`src/sirq_defs.svh`:
```
// Offsets, field positions, reset values and address-map bounds of the system interrupt registers
`ifndef SIRQ_DEFS_SVH
`define SIRQ_DEFS_SVH

// Register offsets
`define SIRQ_OFS_EN1        16'h0000
`define SIRQ_OFS_EN2        16'h0001
`define SIRQ_OFS_FLG1       16'h0002
`define SIRQ_OFS_FLG2       16'h0003

// Enable register bits
`define SIRQ_EN_WDOG        0
`define SIRQ_EN_OSC         1
`define SIRQ_EN_NMI         4
`define SIRQ_EN_FLASH       5
`define SIRQ_EN1_MASK       8'h33
`define SIRQ_EN1_RST        8'h00

// Flag register bits
`define SIRQ_FL_WDOG        0
`define SIRQ_FL_OSC         1
`define SIRQ_FL_POR         2
`define SIRQ_FL_PIN         3
`define SIRQ_FL_NMI         4
`define SIRQ_FLG1_MASK      8'h1f
`define SIRQ_FL_OSC_RST     1'b1
`define SIRQ_FL_NMI_RST     1'b0
`define SIRQ_FL_WDOG_RST    1'b0
`define SIRQ_FL_POR_RST     1'b1
`define SIRQ_FL_PIN_RST     1'b0

// Address map
`define SIRQ_SFR_TOP        16'h000f
`define SIRQ_BYTE_TOP       16'h00ff
`define SIRQ_WORD_TOP       16'h01ff
`define SIRQ_RAM_BASE       16'h0200
`define SIRQ_RAM_TOP        16'h027f
`define SIRQ_INFO_BASE      16'h1000
`define SIRQ_INFO_TOP       16'h10ff
`define SIRQ_CODE_BASE      16'hf800
`define SIRQ_SPARE_VEC_LO   16'hffc0
`define SIRQ_SPARE_VEC_HI   16'hffdf

// Vector addresses
`define SIRQ_VEC_RESET      16'hfffe
`define SIRQ_VEC_NMI        16'hfffc

`endif

```
`src/sirq_pkg.sv`:
```
// Types shared by the system interrupt register bank
package sirq_pkg;

	typedef enum logic [1:0] {
		SIRQ_REG_NONE,
		SIRQ_REG_SFR,
		SIRQ_REG_BYTE,
		SIRQ_REG_WORD
	} sirq_region_t;

	typedef struct packed {
		logic         region_ok;
		logic         fetch_bad;
		logic         width_bad;
		sirq_region_t region;
	} sirq_decode_t;

	typedef struct packed {
		logic wdog_overflow;
		logic wdog_key_bad;
		logic osc_fault;
		logic pin_nmi;
		logic pin_reset;
	} sirq_events_t;

endpackage

```
`src/sirq_addr_decode.sv`:
```
// Address-map decoder: region of an access, bad fetches and wrong access width
`include "sirq_defs.svh"
`timescale 1ns/1ps
`default_nettype none

module sirq_addr_decode (
	// Access
	input  wire logic [15:0]            addr,
	input  wire logic                   fetch,
	input  wire logic                   byte_acc,
	// Result
	output sirq_pkg::sirq_decode_t      dec
);

	wire logic in_sfr;
	wire logic in_byte;
	wire logic in_word;
	wire logic in_ram;
	wire logic in_info;
	wire logic in_code;
	wire logic in_periph;

	assign in_sfr    = (addr <= `SIRQ_SFR_TOP); // RL12
	assign in_byte   = (addr > `SIRQ_SFR_TOP) && (addr <= `SIRQ_BYTE_TOP); // RL12
	assign in_word   = (addr > `SIRQ_BYTE_TOP) && (addr <= `SIRQ_WORD_TOP); // RL12
	assign in_ram    = (addr >= `SIRQ_RAM_BASE) && (addr <= `SIRQ_RAM_TOP);
	assign in_info   = (addr >= `SIRQ_INFO_BASE) && (addr <= `SIRQ_INFO_TOP);
	// Spare vector words lie inside code flash, so fetches there are legal
	assign in_code   = (addr >= `SIRQ_CODE_BASE); // RL3
	assign in_periph = in_sfr | in_byte | in_word;

	assign dec.region    = in_sfr  ? sirq_pkg::SIRQ_REG_SFR  :
	                       in_byte ? sirq_pkg::SIRQ_REG_BYTE :
	                       in_word ? sirq_pkg::SIRQ_REG_WORD : sirq_pkg::SIRQ_REG_NONE;
	assign dec.region_ok = in_periph | in_ram | in_info | in_code;
	assign dec.fetch_bad = fetch & (in_periph | ~(in_ram | in_info | in_code)); // RL1
	// Flags a master breaking its access width; the bank itself still answers
	assign dec.width_bad = ~fetch & ((in_word & byte_acc) | ((in_sfr | in_byte) & ~byte_acc)); // RL13

endmodule

`default_nettype wire

```
`src/sirq_regs.sv`:
```
// System interrupt enable and flag registers with address-map reset decode
//////////////////////////////////////////////////////////////////////////////
// Summary of operation
// RL1: Instruction fetch from peripheral space 0h-01FFh or unused space raises a reset.
// RL2: Pin NMI, oscillator fault, flash violation gated by own enable only, not GIE.
// RL3: Unused vector words 0xFFC0-0xFFDE are plain code memory, no source mapped.
// RL4: Unassigned special function bits have no storage.
// RL5: Bits are read/write; some reset on soft reset, others only on power-on.
// RL6: Enable register 00h: flash bit5, NMI bit4, osc bit1, watchdog bit0; soft reset clears.
// RL7: Watchdog enable acts only in interval-timer mode, not in watchdog mode.
// RL8: Watchdog flag sets on overflow in watchdog mode or on a bad key write.
// RL9: Watchdog flag clears on power-on and on a pin reset in reset function.
// RL10: Flag register 02h: NMI bit4, pin reset bit3, power-on bit2, osc bit1, watchdog bit0.
// RL11: Pin-reset flag sets on pin reset in reset function, clears on power-up.
// RL12: Decode SFRs at 0x0-0xF, byte peripherals to 0xFF, word peripherals to 0x1FF.
// RL13: Master uses byte access for SFR/byte area, word access for word area.
// RL14: Power-up, pin reset, watchdog share top vector; NMI class shares the next.
// RL15: Unimplemented bits read zero and ignore writes.
//////////////////////////////////////////////////////////////////////////////
`include "sirq_defs.svh"
`timescale 1ns/1ps
`default_nettype none

module sirq_regs (
	// Clock and resets
	input  wire logic                   clk,
	input  wire logic                   sys_rst,
	input  wire logic                   soft_reset,
	// CPU register access
	input  wire logic [15:0]            addr,
	input  wire logic                   wr_en,
	input  wire logic                   rd_en,
	input  wire logic                   fetch,
	input  wire logic                   byte_acc,
	input  wire logic [7:0]             wdata,
	output logic      [7:0]             rdata,
	// Peripheral events
	input  wire sirq_pkg::sirq_events_t events,
	input  wire logic                   wdog_interval_mode,
	input  wire logic                   pin_reset_mode,
	input  wire logic                   flash_violation_flag,
	input  wire logic                   gie,
	input  wire logic                   wdog_interval_irq,
	// Requests to the core
	output logic                        fetch_reset_req,
	output logic                        access_width_err,
	output logic                        reset_vec_req,
	output logic                        nmi_vec_req,
	output logic                        wdog_irq_req,
	output logic      [15:0]            vector_addr
);

	//////////////////////////////////////////////////////////////////////////
	// Decode

	sirq_pkg::sirq_decode_t dec;

	sirq_addr_decode u_dec (
		.addr     (addr),
		.fetch    (fetch),
		.byte_acc (byte_acc),
		.dec      (dec)
	);

	wire logic in_sfr_area;
	wire logic hit_en1;
	wire logic hit_flg1;
	wire logic wr_en1;
	wire logic wr_flg1;

	// Second enable and flag registers hold no bits, so nothing decodes them and they read zero
	assign in_sfr_area = (dec.region == sirq_pkg::SIRQ_REG_SFR); // RL12
	assign hit_en1     = in_sfr_area & (addr == `SIRQ_OFS_EN1);
	assign hit_flg1    = in_sfr_area & (addr == `SIRQ_OFS_FLG1);
	assign wr_en1      = wr_en & hit_en1;
	assign wr_flg1     = wr_en & hit_flg1;

	//////////////////////////////////////////////////////////////////////////
	// Storage: only assigned bits exist

	logic watchdog_irq_en_r;
	logic osc_fault_irq_en_r;
	logic pin_nmi_irq_en_r;
	logic flash_violation_irq_en_r;
	logic watchdog_flag_r;
	logic osc_fault_flag_r;
	logic power_on_flag_r;
	logic pin_reset_flag_r;
	logic pin_nmi_flag_r;

	wire logic wdog_set;
	wire logic pin_rst_evt;

	assign wdog_set    = (events.wdog_overflow & ~wdog_interval_mode) | events.wdog_key_bad; // RL8
	assign pin_rst_evt = events.pin_reset & pin_reset_mode;

	wire logic [7:0] wd_en;
	wire logic [7:0] wd_fl;
	assign wd_en = wdata & `SIRQ_EN1_MASK; // RL15
	assign wd_fl = wdata & `SIRQ_FLG1_MASK; // RL15

	//////////////////////////////////////////////////////////////////////////
	// Next values: hardware set is OR-ed after the write mux so it beats a write clear

	wire logic watchdog_irq_en_nxt;
	wire logic osc_fault_irq_en_nxt;
	wire logic pin_nmi_irq_en_nxt;
	wire logic flash_violation_irq_en_nxt;
	wire logic watchdog_flag_nxt;
	wire logic osc_fault_flag_nxt;
	wire logic power_on_flag_nxt;
	wire logic pin_reset_flag_nxt;
	wire logic pin_nmi_flag_nxt;

	assign watchdog_irq_en_nxt        = wr_en1 ? wd_en[`SIRQ_EN_WDOG] : watchdog_irq_en_r; // RL5
	assign osc_fault_irq_en_nxt       = wr_en1 ? wd_en[`SIRQ_EN_OSC] : osc_fault_irq_en_r;
	assign pin_nmi_irq_en_nxt         = wr_en1 ? wd_en[`SIRQ_EN_NMI] : pin_nmi_irq_en_r;
	assign flash_violation_irq_en_nxt = wr_en1 ? wd_en[`SIRQ_EN_FLASH] : flash_violation_irq_en_r;
	// A pin reset forces the watchdog flag clear over any other cause
	assign watchdog_flag_nxt  = ~pin_rst_evt &
	                            (wdog_set | (wr_flg1 ? wd_fl[`SIRQ_FL_WDOG] : watchdog_flag_r)); // RL9
	assign osc_fault_flag_nxt = events.osc_fault |
	                            (wr_flg1 ? wd_fl[`SIRQ_FL_OSC] : osc_fault_flag_r);
	assign power_on_flag_nxt  = wr_flg1 ? wd_fl[`SIRQ_FL_POR] : power_on_flag_r; // RL5
	assign pin_reset_flag_nxt = pin_rst_evt |
	                            (wr_flg1 ? wd_fl[`SIRQ_FL_PIN] : pin_reset_flag_r); // RL11
	assign pin_nmi_flag_nxt   = events.pin_nmi |
	                            (wr_flg1 ? wd_fl[`SIRQ_FL_NMI] : pin_nmi_flag_r); // RL10

	// Enables: soft reset class, cleared by either reset
	always_ff @(posedge clk) begin
		if (sys_rst || soft_reset) begin
			watchdog_irq_en_r        <= 1'b0; // RL6
			osc_fault_irq_en_r       <= 1'b0; // RL6
			pin_nmi_irq_en_r         <= 1'b0; // RL6
			flash_violation_irq_en_r <= 1'b0; // RL6
		end else begin
			watchdog_irq_en_r        <= watchdog_irq_en_nxt;
			osc_fault_irq_en_r       <= osc_fault_irq_en_nxt;
			pin_nmi_irq_en_r         <= pin_nmi_irq_en_nxt;
			flash_violation_irq_en_r <= flash_violation_irq_en_nxt;
		end
	end

	// Soft reset class flags
	always_ff @(posedge clk) begin
		if (sys_rst || soft_reset) begin
			osc_fault_flag_r <= `SIRQ_FL_OSC_RST; // RL5
			pin_nmi_flag_r   <= `SIRQ_FL_NMI_RST;
		end else begin
			osc_fault_flag_r <= osc_fault_flag_nxt;
			pin_nmi_flag_r   <= pin_nmi_flag_nxt;
		end
	end

	// Power-on class flags: soft reset leaves them alone
	always_ff @(posedge clk) begin
		if (sys_rst) begin
			watchdog_flag_r  <= `SIRQ_FL_WDOG_RST; // RL9
			power_on_flag_r  <= `SIRQ_FL_POR_RST; // RL10
			pin_reset_flag_r <= `SIRQ_FL_PIN_RST; // RL11
		end else begin
			watchdog_flag_r  <= watchdog_flag_nxt;
			power_on_flag_r  <= power_on_flag_nxt;
			pin_reset_flag_r <= pin_reset_flag_nxt;
		end
	end

	//////////////////////////////////////////////////////////////////////////
	// Read-back and requests

	wire logic [7:0] en1_view;
	wire logic [7:0] flg1_view;
	wire logic [7:0] rd_nxt;

	assign en1_view  = {2'b00, flash_violation_irq_en_r, pin_nmi_irq_en_r,
	                    2'b00, osc_fault_irq_en_r, watchdog_irq_en_r}; // RL4
	assign flg1_view = {3'b000, pin_nmi_flag_r, pin_reset_flag_r, power_on_flag_r,
	                    osc_fault_flag_r, watchdog_flag_r}; // RL15
	assign rd_nxt    = !rd_en    ? 8'h00 :
	                   hit_en1   ? en1_view :
	                   hit_flg1  ? flg1_view : 8'h00; // RL15

	wire logic nmi_class;
	wire logic reset_class;
	wire logic wdog_irq;

	// Non-maskable class ignores the global enable
	assign nmi_class   = (pin_nmi_flag_r & pin_nmi_irq_en_r) |
	                     (osc_fault_flag_r & osc_fault_irq_en_r) |
	                     (flash_violation_flag & flash_violation_irq_en_r); // RL2
	// A bad fetch asks for reset at once; no flag keeps a record of it
	assign reset_class = (power_on_flag_r | pin_reset_flag_r) | (watchdog_flag_r & ~wdog_interval_mode)
	                     | dec.fetch_bad; // RL14
	// Interval interrupt uses the enable only in timer mode
	assign wdog_irq    = wdog_interval_mode & watchdog_irq_en_r & wdog_interval_irq & gie; // RL7

	wire logic        width_err_nxt;
	wire logic [15:0] vector_nxt;

	// Width faults are reported only; the access itself still completes
	assign width_err_nxt = (rd_en | wr_en) & dec.width_bad; // RL13
	assign vector_nxt    = reset_class ? `SIRQ_VEC_RESET :
	                       nmi_class   ? `SIRQ_VEC_NMI : 16'h0000; // RL14

	always_ff @(posedge clk) begin
		if (sys_rst) begin
			rdata            <= 8'h00;
			fetch_reset_req  <= 1'b0;
			access_width_err <= 1'b0;
			reset_vec_req    <= 1'b0;
			nmi_vec_req      <= 1'b0;
			wdog_irq_req     <= 1'b0;
			vector_addr      <= 16'h0000;
		end else begin
			rdata            <= rd_nxt;
			fetch_reset_req  <= dec.fetch_bad; // RL1
			access_width_err <= width_err_nxt;
			reset_vec_req    <= reset_class; // RL14
			nmi_vec_req      <= nmi_class; // RL14
			wdog_irq_req     <= wdog_irq; // RL7
			vector_addr      <= vector_nxt;
		end
	end

endmodule

`default_nettype wire

```
`config.mk`:
```
export PLATFORM = sky130hd
export DESIGN_NAME = sirq_regs
export DESIGN_NICKNAME = d
export VERILOG_FILES = /design/src/sirq_pkg.sv /design/src/sirq_addr_decode.sv /design/src/sirq_regs.sv
export VERILOG_INCLUDE_DIRS = /design/src
export SDC_FILE = /design/constraint.sdc
export NUM_CORES = 1
export LEC_CHECK = 0
export BUFFER_PORTS_ARGS = -buffer_cell sky130_fd_sc_hd__buf_2
export CORE_ASPECT_RATIO = 1.5
export CORE_MARGIN = 10
export CORE_UTILIZATION = 35
export DETAILED_ROUTE_END_ITERATION = 7
export GPL_TIMING_DRIVEN = 0
export PLACE_DENSITY = 0.69
export SETUP_SLACK_MARGIN = 0.15
export SLEW_MARGIN = 10
export SYNTH_ARGS = -nofsm -noshare
export SYNTH_HDL_FRONTEND = slang
export SYNTH_HIERARCHICAL = 1
export SYNTH_SLANG_ARGS = --single-unit
```
`constraint.sdc`:
```
create_clock -name clk -period 5 [get_ports clk]
set_clock_uncertainty 0.2 [all_clocks]
set_input_delay 0 -clock clk [delete_from_list [all_inputs] [get_ports clk]]
set_output_delay 0 -clock clk [all_outputs]
set_load 0.05 [all_outputs]
```
---- Word level (Yosys, flattened, before mapping) ----
Cells that the tools add are included.
cells by class
  add/subtract/negate cells ............... 0
  $mul .................................... 0
  div/mod/pow operators ................... 0
  $lt $le $gt $ge ......................... 10
  eq/ne operators ......................... 2
  shift operators ......................... 0
  multiplexer cells ....................... 11
  bitwise gates (word level) .............. 43
  reduce and logical (&&, ||, !) cells .... 10
operator list
  cell                                                                      count
  16-bit 2-to-1 mux                                                         2
  1-bit AND                                                                 19
  1-bit bitwise OR                                                          17
  16-bit by 2-bit == test with 1-bit output (second input constant)         1
  16-bit by 10-bit >= comparator with 1-bit output (second input constant)  1
  16-bit by 13-bit >= comparator with 1-bit output (second input constant)  1
  16-bit >= comparator (second input constant)                              1
  16-bit by 4-bit > comparator with 1-bit output (second input constant)    1
  16-bit by 8-bit > comparator with 1-bit output (second input constant)    1
  16-bit by 10-bit <= comparator with 1-bit output (second input constant)  1
  16-bit by 13-bit <= comparator with 1-bit output (second input constant)  1
  16-bit by 4-bit <= comparator with 1-bit output (second input constant)   1
  16-bit by 8-bit <= comparator with 1-bit output (second input constant)   1
  16-bit by 9-bit <= comparator with 1-bit output (second input constant)   1
  16-bit logical NOT                                                        1
  1-bit inverter                                                            7
  2-bit 2-to-1 mux                                                          3
  6-bit 2-to-1 mux                                                          1
  5-bit 2-to-1 mux                                                          1
  1-bit logical AND                                                         4
  1-bit 2-to-1 mux                                                          4
  2-bit OR reduction                                                        2
  4-bit OR reduction                                                        1
  3-bit OR reduction                                                        1
  other kinds (2)                                                           2
word-level totals
  bits in registers ....................... 38
  bits in latches ......................... 0
  RAM bits ................................ 0
  memory bits (read-only) ................. 0
  input port bits ......................... 41
  memories kept ........................... 0

---- Longest topological paths before layout ----
  word-level depth ........................ 11
  gate-level depth with buffers ........... 8
  mapped depth without buffers ............ 7

---- Modules after synthesis ----
Netlist, hierarchy kept.
modules (own cells, without submodules)
  module            times used  cells an instance  area an instance (µm²)  sequential area each (µm²)
  sirq_regs         1           117                1,043.5                 420.4
  sirq_addr_decode  1           19                 143.9                   0.0

---- Worst setup path before layout ----
OpenSTA, ideal clock, no wires.
  kind .................................... input to register
  start point ............................. in addr[4]
  end point ............................... reg flash_violation_irq_en_r
  library setup time ...................... 0.072 ns
  arrival ................................. 2.209 ns
  slack ................................... 2.520 ns
  stages .................................. 8
  cell sequence ........................... or4_1 nor2_1 nor2_1 or4b_1 or4_1 buf_2 nor3_4 mux2i_1
RTL lines
  item                    line              source
  start: declaration      sirq_regs.sv:30   input wire logic [15:0] addr,
  end signal: assignment  sirq_regs.sv:141  flash_violation_irq_en_r <= flash_violation_irq_en_nxt;
  end: declaration        sirq_regs.sv:84   logic flash_violation_irq_en_r;

==> out/results.ini <==
[outcome]
status=finished, final reports clean

[worst_setup_path]
start_kind=input pin
reg2reg_to=nmi_vec_req
worst-path-stages=10
cp_num_buf_inv=3
slowest_delay_ps=560
path_max_fanout=6
r2r_setup_slack_ps=3230
slowest_stage=dlygate4sd3_1
worstSetupEndpointType=register
rr_startpoint=osc_fault_flag_r
crit_required_ps=5010
worstSetupPathType=in2reg
critPathTopFamily=simple AND/OR/NAND/NOR gates
path_cells=buf_2 > or4_1 > nor2_1 > o21ba_2 > or4b_1 > or4_1 > buf_2 > nor3_4 > mux2i_1 > dlygate4sd3_1
reg2reg_depth=3
cp.arrival_ps=3030

[global_route]
antenna_found_initial=0
grtUsageMet2_pct=20.9
grt.total_usage_pct=12.1
grt_pass1_wl_um=6160
grt-ovfl-total=0
grt_util_met1_pct=12.4
top_usage_layer=met2
grt_pass1_vias=1454
grt_use_met3_pct=3.85
grt_start_max_net_pins=15

[die]
dieArea_mm2=0.00609
rows=25
die_width_um=67.2
coreArea_mm2=0.00319
start_util_pct=36.6
io_pins=70
dieHeight_um=90.7

[timing]
rsz0062_at_grt=no
maxSlewViolCount=0
period_share_pct=60.3
min_period_ps=3020
setup_viol=0
fmax_mhz=332
hold_violations=0
fin_setup_tns_ps=0
relSlewSlack_pct=59.1
worstMarginPinSlew_ps=609

[cts]
htree_num_levels=1
clk_pin_slew_worst_paths_ps=70
clock-sinks=21
cts_buffers=3
cts_root_buf=clkbuf_8
cts_tree=done
clkLatencyLatePin_ps=260
clockBufferDepth=2

[synthesis]
ys.warnings.count=6
netlist_area_mm2=0.00117
avgSynthCellArea_um2=8.78
netlist_instances=133

[hold_path]
hold_depth=3
min_to=fetch_reset_req
min_from=addr[10]
hold_class=in2reg

[routing]
wirelength_um=3740
drt_iter0_markers=40
drtAntennaViolNets=0
first_pass_iters=4
wl_per_cell_um=13.6
avgViaCountPerCell=4.79
drc=0
vias=1318

[place]
place_congestion=0.773
port_buffers=62
hpwl_um=2860

[power_and_ir_drop]
p_total_mw=0.393
leakagePower_nw=0.877
power-per-cell-area_mw_per_mm2=205
peakVddDrop_uv=123

[run]
maxCapViolCount=0

[finish]
antenna_cells=0
fin_nets=277
area_delta_synth_final_pct=64.5
fillerInstances=302
drive_above_1_share_pct=38.3

## report_power, final
group | total (mW) | internal (mW) | switching [mW]
sequential | 0.174 | 0.171 | 0.00338
clock | 0.111 | 0.0568 | 0.0539
combinational | 0.108 | 0.0464 | 0.0621
## area by class of cell
class | count | area (um^2) | area share [%]
Inverter | 3 | 11.3 | 0.586
Timing Repair Buffer | 96 | 651 | 33.9
Multi-Input combinational cell | 91 | 603 | 31.4
Tap cell | 40 | 50.0 | 2.61
Sequential cell | 21 | 420 | 21.9
Buffer | 20 | 140 | 7.30
Clock buffer | 4 | 45.0 | 2.35
## timing repair
action                                  in CTS  in global routing
buffers inserted                             0                  0
endpoints found under the setup margin       0                  0
gates resized for setup                      0                  0
hold buffers                                34                  0
hold endpoints to repair                    19                  0
## layout by cell type, fill, tap and decap left out, types with 2 or more instances in the layout
master / instances
nand4_1: 3
nor4_1: 6
mux2i_1: 7
a21oi_1: 2
nor3b_1: 2
buf_4: 17
conb_1: 3
and3_1: 3
nor3_1: 4
or4_1: 4
buf_2: 63
a41oi_1: 2
a31oi_1: 4
nand3_1: 4
dfxtp_1: 21
nand2_1: 15
dlygate4sd3_1: 34
clkbuf_8: 3
nor2b_1: 2
o21ai_0: 2
o31ai_1: 2
nor2_1: 9
inv_1: 3
clkbuf_1: 3
## per-layer routing
metal | wire length [um] | up-vias
met3 | 438 | 5
met2 | 1760 | 65
li1 | - | 678
met5 | 0 | -
met1 | 1470 | 570
met4 | 64 | 0
## state kept, by name (all words and copies together), names as in the netlist
signal	flops
access_width_err	1
fetch_reset_req	1
flash_violation_irq_en_r	1
nmi_vec_req	1
osc_fault_flag_r	1
osc_fault_irq_en_r	1
pin_nmi_flag_r	1
pin_nmi_irq_en_r	1
pin_reset_flag_r	1
power_on_flag_r	1
rdata	6
vector_addr	2
watchdog_flag_r	1
watchdog_irq_en_r	1
wdog_irq_req	1
## how the worst max path moves through the flow
stage,start,end,slack [ps]
2_1_floorplan,addr[4],flash_violation_irq_en_r,2520
3_3_place_gp,addr[4],pin_nmi_irq_en_r,2260
3_5_place_dp,addr[4],pin_nmi_irq_en_r,2250
4_1_cts,addr[4],watchdog_irq_en_r,1980
5_1_grt,addr[4],watchdog_irq_en_r,1820
6_report,addr[4],pin_nmi_irq_en_r,1980
## worst reg2reg max path, delay by kind of cell (launching register included)
| kind | cells | cell delay (ps) |
|---|---|---|
| flops | 1 | 340 |
| simple gates | 1 | 80 |
| compound gates | 1 | 470 |
| buf+inv | 1 | 570 |
## per-stage QoR
step / worst slack (ps) / utilization, % / cells / hold slack (ps) / instance area, um^2
6_report: 1980 / 60.2 / 275 / 23.4 / 1920
5_1_grt: 1820 / 60.2 / 275 / 66.8 / 1920
4_1_cts: 1980 / 60.2 / 275 / 20.7 / 1920
3_5_place_dp: 2250 / 48.1 / 237 / 33.5 / 1540
3_3_place_gp: 2260 / 48.1 / 237 / 11.8 / 1540
2_1_floorplan: 2520 / - / 135 / -92.6 / 1170
Note: power is estimated with default switching activity, not from simulation.
